## src/dds_regs.svh

```systemverilog
`ifndef DDS_REGS_SVH
`define DDS_REGS_SVH
`define DDS_OFS_CTRL1 8'h00
`define DDS_OFS_CTRL2 8'h01
`define DDS_OFS_TUNE 8'h04
`define DDS_OFS_DEN 8'h05
`define DDS_OFS_NUM 8'h06
`define DDS_OFS_PROF0 8'h08
`define DDS_OFS_STATUS 8'h10
`define DDS_BIT_KEY_EN 8
`define DDS_BIT_SINE 16
`define DDS_BIT_MOD_EN 24
`define DDS_BIT_PORT_EN 22
`define DDS_BIT_PROF_EN 23
`define DDS_BIT_RAMP_EN 19
`define DDS_RAMP_DEST_LSB 20
`define DDS_UPD_DIV 16
`define DDS_CTRL1_RST 32'h00000000
`define DDS_CTRL2_RST 32'h00000000
`endif

```

## src/dds_pkg.sv

```systemverilog
package dds_pkg;
	typedef enum logic [1:0] {
		DDS_DEST_FREQ = 2'h0,
		DDS_DEST_PHASE = 2'h1,
		DDS_DEST_AMP = 2'h2
	} dds_dest_e;
	typedef enum logic [2:0] {
		DDS_SRC_REG = 3'h1,
		DDS_SRC_PROF = 3'h2,
		DDS_SRC_PORT = 3'h4
	} dds_src_e;
endpackage

```

## src/dds_fifo.sv

```systemverilog
`timescale 1ns/10ps
module dds_fifo #(
	parameter int WIDTH = 12,
	parameter int DEPTH = 8
) (
	// clocking
	input wire logic clk,
	input wire logic rst_n,
	input wire logic ce,
	// fill side
	input wire logic in_valid,
	output logic in_ready,
	input wire logic [WIDTH-1:0] in_data,
	// drain side
	output logic out_valid,
	input wire logic out_ready,
	output logic [WIDTH-1:0] out_data
);
	localparam int AW = $clog2(DEPTH);
	if (DEPTH < 2 || (1 << AW) != DEPTH) begin : g_chk_depth
		$error("depth must be a power of two");
	end
	logic [WIDTH-1:0] mem_ff [DEPTH];
	logic [AW:0] wr_ff;
	logic [AW:0] rd_ff;
	logic full;
	logic empty;
	assign full = (wr_ff[AW] != rd_ff[AW]) && (wr_ff[AW-1:0] == rd_ff[AW-1:0]);
	assign empty = wr_ff == rd_ff;
	assign in_ready = !full;
	assign out_valid = !empty;
	assign out_data = mem_ff[rd_ff[AW-1:0]];
	always_ff @(posedge clk) begin
		if (!rst_n) begin
			wr_ff <= '0;
		end else if (ce && in_valid && !full) begin
			mem_ff[wr_ff[AW-1:0]] <= in_data;
			wr_ff <= wr_ff + 1'b1;
		end
	end
	always_ff @(posedge clk) begin
		if (!rst_n) begin
			rd_ff <= '0;
		end else if (ce && out_ready && !empty) begin
			rd_ff <= rd_ff + 1'b1;
		end
	end
endmodule

```

## src/dds_core.sv

```systemverilog
`timescale 1ns/10ps
`include "dds_regs.svh"
module dds_core #(
	parameter int NPROF = 8,
	parameter int FIFO_DEPTH = 8
) (
	// clock and reset
	input wire logic MCLK,
	input wire logic RSTN,
	input wire logic CE,
	// register port
	input wire logic REG_WE,
	input wire logic [7:0] REG_ADDR,
	input wire logic [31:0] REG_WDATA,
	output logic [31:0] REG_RDATA,
	// modulation pins
	input wire logic [2:0] PROFILE_SELECT_PINS,
	input wire logic [31:0] RAMP_VALUE,
	input wire logic [31:0] PORT_DATA,
	// sample output
	input wire logic DAC_READY,
	output logic DAC_VALID,
	output logic [11:0] DAC_DATA,
	output logic UPDATE_TICK
);
	import dds_pkg::*;
	if (NPROF != 8) begin : g_chk_prof
		$error("profile select pins serve exactly eight profiles");
	end
	if (FIFO_DEPTH < 2) begin : g_chk_fifo
		$error("fifo too shallow");
	end
	logic [31:0] ctrl1_ff, ctrl2_ff, tune_ff, den_ff, num_ff;
	logic [31:0] prof_ff [NPROF];
	logic [31:0] phase_ff, aux_ff;
	logic [3:0] div_ff;
	logic [2:0] ps_ff;
	logic [31:0] ramp_ff, port_ff;
	logic [31:0] freq_ff;
	logic [15:0] pofs_ff;
	logic [11:0] amp_ff;
	dds_src_e fsrc_ff;
	logic [11:0] sine_ff;
	logic sine_vld_ff;
	logic [11:0] dac_ff;
	logic dac_vld_ff;
	logic [31:0] rdata_ff;
	logic tick;
	logic mod_en, prof_en, port_en, ramp_en, key_en;
	dds_dest_e ramp_dest;
	logic fifo_ready, fifo_ovalid;
	logic [11:0] fifo_odata;
	assign mod_en = ctrl2_ff[`DDS_BIT_MOD_EN];
	assign prof_en = ctrl2_ff[`DDS_BIT_PROF_EN];
	assign port_en = ctrl2_ff[`DDS_BIT_PORT_EN];
	assign ramp_en = ctrl2_ff[`DDS_BIT_RAMP_EN];
	assign key_en = ctrl1_ff[`DDS_BIT_KEY_EN];
	assign ramp_dest = dds_dest_e'(ctrl2_ff[`DDS_RAMP_DEST_LSB +: 2]);
	assign tick = div_ff == 4'(`DDS_UPD_DIV - 1);
	// register writes
	always_ff @(posedge MCLK) begin
		if (!RSTN) begin
			ctrl1_ff <= `DDS_CTRL1_RST;
			ctrl2_ff <= `DDS_CTRL2_RST;
			tune_ff <= 32'h00000000;
			den_ff <= 32'h00000000;
			num_ff <= 32'h00000000;
		end else if (CE && REG_WE) begin
			case (REG_ADDR)
				`DDS_OFS_CTRL1: ctrl1_ff <= REG_WDATA;
				`DDS_OFS_CTRL2: ctrl2_ff <= REG_WDATA;
				`DDS_OFS_TUNE: tune_ff <= REG_WDATA;
				`DDS_OFS_DEN: den_ff <= REG_WDATA;
				`DDS_OFS_NUM: num_ff <= REG_WDATA;
				default: ;
			endcase
		end
	end
	// profile table: freq word per profile; phase/amp in the entry of profile xor 4
	genvar gi;
	generate
		for (gi = 0; gi < NPROF; gi++) begin : g_prof
			always_ff @(posedge MCLK) begin
				if (!RSTN) begin
					prof_ff[gi] <= 32'h00000000;
				end else if (CE && REG_WE && REG_ADDR == 8'(`DDS_OFS_PROF0 + gi)) begin
					prof_ff[gi] <= REG_WDATA;
				end
			end
		end
	endgenerate
	// readback
	always_ff @(posedge MCLK) begin
		if (!RSTN) begin
			rdata_ff <= 32'h00000000;
		end else if (CE) begin
			case (REG_ADDR)
				`DDS_OFS_CTRL1: rdata_ff <= ctrl1_ff;
				`DDS_OFS_CTRL2: rdata_ff <= ctrl2_ff;
				`DDS_OFS_TUNE: rdata_ff <= tune_ff;
				`DDS_OFS_DEN: rdata_ff <= den_ff;
				`DDS_OFS_NUM: rdata_ff <= num_ff;
				`DDS_OFS_STATUS: rdata_ff <= phase_ff;
				default: begin
					if (REG_ADDR >= `DDS_OFS_PROF0 && REG_ADDR < 8'(`DDS_OFS_PROF0 + NPROF))
						rdata_ff <= prof_ff[3'(REG_ADDR - `DDS_OFS_PROF0)];
					else
						rdata_ff <= 32'h00000000;
				end
			endcase
		end
	end
	assign REG_RDATA = rdata_ff;
	// update divider
	always_ff @(posedge MCLK) begin
		if (!RSTN) begin
			div_ff <= 4'h0;
		end else if (CE) begin
			div_ff <= div_ff + 4'h1;
		end
	end
	always_ff @(posedge MCLK) begin
		if (!RSTN) begin
			UPDATE_TICK <= 1'b0;
		end else if (CE) begin
			UPDATE_TICK <= tick;
		end
	end
	// pin sampling on update tick only
	always_ff @(posedge MCLK) begin
		if (!RSTN) begin
			ps_ff <= 3'h0;
			ramp_ff <= 32'h00000000;
			port_ff <= 32'h00000000;
		end else if (CE && tick) begin
			ps_ff <= PROFILE_SELECT_PINS;
			ramp_ff <= RAMP_VALUE;
			port_ff <= PORT_DATA;
		end
	end
	// priority selection, refreshed once per sixteen clocks
	always_ff @(posedge MCLK) begin
		if (!RSTN) begin
			freq_ff <= 32'h00000000;
			pofs_ff <= 16'h0000;
			amp_ff <= 12'h000;
			fsrc_ff <= DDS_SRC_REG;
		end else if (CE && tick) begin
			if (mod_en) begin
				freq_ff <= tune_ff;
				fsrc_ff <= DDS_SRC_REG;
			end else if (ramp_en && ramp_dest == DDS_DEST_FREQ) begin
				freq_ff <= ramp_ff;
			end else if (prof_en) begin
				freq_ff <= prof_ff[ps_ff];
				fsrc_ff <= DDS_SRC_PROF;
			end else if (port_en) begin
				freq_ff <= port_ff;
				fsrc_ff <= DDS_SRC_PORT;
			end else begin
				freq_ff <= tune_ff;
				fsrc_ff <= DDS_SRC_REG;
			end
			if (!mod_en && ramp_en && ramp_dest == DDS_DEST_PHASE) begin
				pofs_ff <= ramp_ff[15:0];
			end else if (prof_en) begin
				pofs_ff <= prof_ff[ps_ff ^ 3'h4][15:0];
			end else if (port_en) begin
				pofs_ff <= port_ff[15:0];
			end
			if (!key_en) begin
				amp_ff <= 12'hFFF;
			end else if (!mod_en && ramp_en && ramp_dest == DDS_DEST_AMP) begin
				amp_ff <= ramp_ff[11:0];
			end else if (prof_en) begin
				amp_ff <= prof_ff[ps_ff ^ 3'h4][27:16];
			end else if (port_en) begin
				amp_ff <= port_ff[27:16];
			end
		end
	end
	// auxiliary accumulator with modulus B
	logic [32:0] aux_sum;
	logic aux_wrap;
	assign aux_sum = {1'b0, aux_ff} + {1'b0, num_ff};
	assign aux_wrap = mod_en && (aux_sum >= {1'b0, den_ff});
	always_ff @(posedge MCLK) begin
		if (!RSTN) begin
			aux_ff <= 32'h00000000;
		end else if (CE) begin
			if (!mod_en)
				aux_ff <= 32'h00000000;
			else if (aux_wrap)
				aux_ff <= 32'(aux_sum - {1'b0, den_ff});
			else
				aux_ff <= aux_sum[31:0];
		end
	end
	always_ff @(posedge MCLK) begin
		if (!RSTN) begin
			phase_ff <= 32'h00000000;
		end else if (CE) begin
			phase_ff <= phase_ff + freq_ff + {31'h0, aux_wrap};
		end
	end
	// angle to amplitude: parabola 4u(1-u) per half cycle, then scale
	logic [15:0] ang;
	logic [14:0] x;
	logic [29:0] sq;
	logic [11:0] mag;
	logic [11:0] smp;
	logic [23:0] scaled;
	always_comb begin
		ang = phase_ff[31:16] + pofs_ff;
		if (!ctrl1_ff[`DDS_BIT_SINE])
			ang = ang + 16'h4000;
		x = ang[14:0];
		sq = 30'(x) * 30'(16'h8000 - 16'(x));
		// exact peak needs one bit more; clamp it
		mag = sq[28] ? 12'h7FF : {1'b0, sq[27:17]};
		smp = ang[15] ? 12'h000 - mag : mag;
		scaled = {{12{smp[11]}}, smp} * {12'h000, amp_ff};
	end
	always_ff @(posedge MCLK) begin
		if (!RSTN) begin
			sine_ff <= 12'h000;
			sine_vld_ff <= 1'b0;
		end else if (CE && fifo_ready) begin
			sine_ff <= scaled[23:12] ^ 12'h800;
			sine_vld_ff <= 1'b1;
		end
	end
	dds_fifo #(.WIDTH(12), .DEPTH(FIFO_DEPTH)) u_fifo (
		.clk(MCLK),
		.rst_n(RSTN),
		.ce(CE),
		.in_valid(sine_vld_ff),
		.in_ready(fifo_ready),
		.in_data(sine_ff),
		.out_valid(fifo_ovalid),
		.out_ready(DAC_READY || !dac_vld_ff),
		.out_data(fifo_odata)
	);
	always_ff @(posedge MCLK) begin
		if (!RSTN) begin
			dac_ff <= 12'h000;
			dac_vld_ff <= 1'b0;
		end else if (CE && (DAC_READY || !dac_vld_ff)) begin
			dac_ff <= fifo_odata;
			dac_vld_ff <= fifo_ovalid;
		end
	end
	assign DAC_DATA = dac_ff;
	assign DAC_VALID = dac_vld_ff;

	// enabled cycles since the last tick, kept apart from the divider
	logic [4:0] gap_ff;
	always_ff @(posedge MCLK) begin
		if (!RSTN) begin
			gap_ff <= 5'h00;
		end else if (CE) begin
			gap_ff <= tick ? 5'h00 : gap_ff + 5'h01;
		end
	end
endmodule

```

## config.mk

```make
export PLATFORM = sky130hd
export DESIGN_NAME = dds_core
export DESIGN_NICKNAME = d
export VERILOG_FILES = /design/src/dds_pkg.sv /design/src/dds_fifo.sv /design/src/dds_core.sv
export VERILOG_INCLUDE_DIRS = /design/src
export SDC_FILE = /design/constraint.sdc
export NUM_CORES = 2
export LEC_CHECK = 0
export BUFFER_PORTS_ARGS = -buffer_cell sky130_fd_sc_hd__buf_2
export CORE_MARGIN = 4
export CORE_UTILIZATION = 40
export DETAILED_ROUTE_END_ITERATION = 8
export GPL_ROUTABILITY_DRIVEN = 0
export REMOVE_ABC_BUFFERS = 1
export SLEW_MARGIN = 5
export SYNTH_ARGS = -nofsm -noshare
export SYNTH_HDL_FRONTEND = slang
export SYNTH_SLANG_ARGS = --single-unit
```

## constraint.sdc

```tcl
create_clock -name MCLK -period 39.9 [get_ports MCLK]
set_input_delay 5.985 -clock MCLK [delete_from_list [all_inputs] [get_ports MCLK]]
set_output_delay 5.985 -clock MCLK [all_outputs]
set_load 0.005 [all_outputs]
```

==> results.txt <==
status -> complete, no violations
Post-Syn Area per Cell -> 9.787 sq um
Post-synth EDFFs -> 352
RSZ-0062 raised after global routing -> false
worst vdd ir -> 0.03313 mV
port bufs -> 157
Initial Utilization -> 40.36%
critical path data arrival time -> 17.55 ns
FP Rows -> 136
setup violators final -> 0
wire per inst -> 23.80 microns
drt pass-1 iters -> 8
Slowest-stage cell, CP -> xnor2_1
clk root buf -> clkbuf_16
WL final -> 179.4 mm
clock latency on the worst-skew pair -> 0.70 ns
MaxCap Viol Count -> 0
Tmin final -> 16.99 ns
synthesized cell area -> 55630 sq um
Worst Setup Start Kind -> flop
most used cell, CP -> fa_1
yosys warns -> 0
LEAKAGE -> 0.02425 uW
count of final max-slew check failures -> 0
final worst-path cycle share -> 42.59%
fmax -> 58.85 MHz
cts repair resizes -> 0
WP data required -> 40.46 ns
Critical Path End Type -> flop
CTS Hold Buffers Added -> 0
register bit total from synthesis -> 777
Cells after Synth -> 5684
deepest clock path buffer count -> 3
multiplexer share of the synthesized area -> 11.54%
NumNets Final -> 6352
CTS H-tree depth -> 3
Synth Area in XOR/XNOR -> 1.982%
die width -> 380.9 microns
top-count cell post-synth -> nand2_1
simple-gate share of the synthesized area -> 15.72%
pre-CTS WS -> 23.01 ns
CTS tree -> yes
setup ws final -> 22.91 ns
Min-Delay Path Class -> reg2reg
Max-slew headroom -> 11.77%
post-synthesis adder-cell area fraction -> 16.78%
cts bufs inserted -> 89
sequential element share of the synthesized area -> 34.30%
largest family of logic cells by synthesized area -> adder cells
initial antenna violation count -> 13
Setup Fix Bufs, Post-CTS -> 0
Setup Skew -> 0.03004 ns
Die Footprint -> 145100 sq um
Post-synth ARST share -> 0%
Post-synth top cells -> nand2_1 (790), inv_1 (446), dfxtp_1 (425), edfxtp_1 (352), nor2_1 (331)
compound-cell area share of the yosys netlist -> 14.01%
Clock Sinks -> 777
commonest register cell after synthesis -> dfxtp_1
Syn-to-layout area delta -> 10.23%
grt total ovfl -> 0
share of cells above drive strength 1 -> 12.85%
final hold violation count -> 0
total vias in the final route -> 43070
area leader, netlist -> edfxtp_1
GRT Util Overall -> 24.42%
first-pass GRT wire length -> 270.2 mm
Largest stage delay, worst path -> 0.83 ns
Crit Path Class -> reg2reg
vias per cell -> 5.714
setup_tns -> 0 ns
Crit path buffers/inverters -> 7
largest net degree at the start of global routing -> 98
DIE HEIGHT -> 380.9 microns
DRC violations left -> 0
Core Region -> 137800 sq um
worst-path maximum fanout -> 13
pwr dens -> 29.87 nW/um^2
Synth top area share -> 19.00%
Clock transition at path regs -> 0.06 ns
ranking of synthesized cells by area -> edfxtp_1 (19%), dfxtp_1 (15%), fa_1 (10%)
vias in the first global route -> 42363
Netlist cell types -> 86
CP top delay family -> adder cells
Detail Route Antenna Nets -> 0
Top Ports -> 158
worst slew pin tran -> 1.320 ns
hpwl dp -> 126.2 mm
DRT iter0 DRCs -> 4317
==> where the power goes <==
part	leakage, uW	internal, uW	switching, uW
registers	0.00677	847	14.1
clock network	0.00149	487	353
logic	0.0160	53.2	76.8
total	0.0242	1390	444
==> cell families (layout without fill, tap and decap cells) <==
kind of cell | Yosys count | in the layout
DFF | 777 | 777
and+or+nand+nor | 1850 | 1850
buffers and inverters | 833 | 874
muxes | 381 | 381
other | 2 | 20
adders and majority gates | 577 | 577
AOI/OAI and AO/OA | 1139 | 1139
xor gates and xnor gates | 125 | 125
==> cell type report <==
class	instances	area, sq um
Clock buffer	124	2620
Tap cell	1794	2245
Multi-Input combinational cell	4085	33680
Sequential cell	777	19110
Fill cell	13250	76510
Antenna cell	7	17.52
Timing Repair Buffer	261	1588
Clock inverter	40	372.9
Inverter	449	1685
==> through the flow <==
step	hold WS (ns)	instance area [sq um]	utilization, %	total power (uW)	instances
floorplan	0.4291	54210	-	943.4	5311
global placement	0.4410	58310	42.30	1005	7366
detailed placement	0.4481	58310	42.30	1008	7366
CTS	0.4575	61300	44.48	1847	7530
global route	0.4782	61300	44.48	1889	7530
finish	0.4558	61320	44.49	1831	7537
==> tightest hold or removal path, cell delays in order, from the launching register on <==
cell and delay, ns:
dfxtp_1 0.31, nand2_1 0.05, o21ai_1 0.05
==> metal layers <==
metal	global-route usage (%)	vias to the layer above	part of all wire (%)
li1	-	19664	-
met1	33.09	21457	42
met2	40.21	1663	47
met3	3.391	280	7.6
met4	8.495	6	4.1
met5	0	-	0.026
==> placed cells by master, fill, tap and decap left out, types with 95 or more instances in the layout <==
cell,count
ha_1,295
nor2_1,322
clkbuf_16,95
mux2i_1,170
mux4_2,208
a21oi_1,245
a211oi_1,112
dfxtp_1,415
and2_1,314
inv_1,446
edfxtp_1,352
fa_1,282
a21boi_0,269
buf_2,153
buf_4,106
nand2_1,790
o21ai_0,164
==> path summary, 6_finish.rpt <==
kind / from / end / slack [ns] / cells past startpoint
worst max-delay path: phase_ff[16] / sine_ff[10] / 22.91 / 52
worst min-delay path: aux_ff[16] / aux_ff[16] / 0.46 / 2
worst max register to register: phase_ff[16] / sine_ff[10] / 22.91 / 52
worst min register to register: aux_ff[16] / aux_ff[16] / 0.46 / 2
==> sequential cells by signal, indices dropped and copies added, names as in the netlist, 12 cells and up, named ones only <==
name	count
num_ff	32
phase_ff	32
prof_ff	256
pofs_ff	16
u_fifo.mem_ff	96
DAC_DATA	12
amp_ff	12
sine_ff	12
tune_ff	32
aux_ff	32
ctrl1_ff	32
ctrl2_ff	32
port_ff	32
freq_ff	32
ramp_ff	32
REG_RDATA	32
den_ff	32
Note: power is estimated with default switching activity, not from simulation.
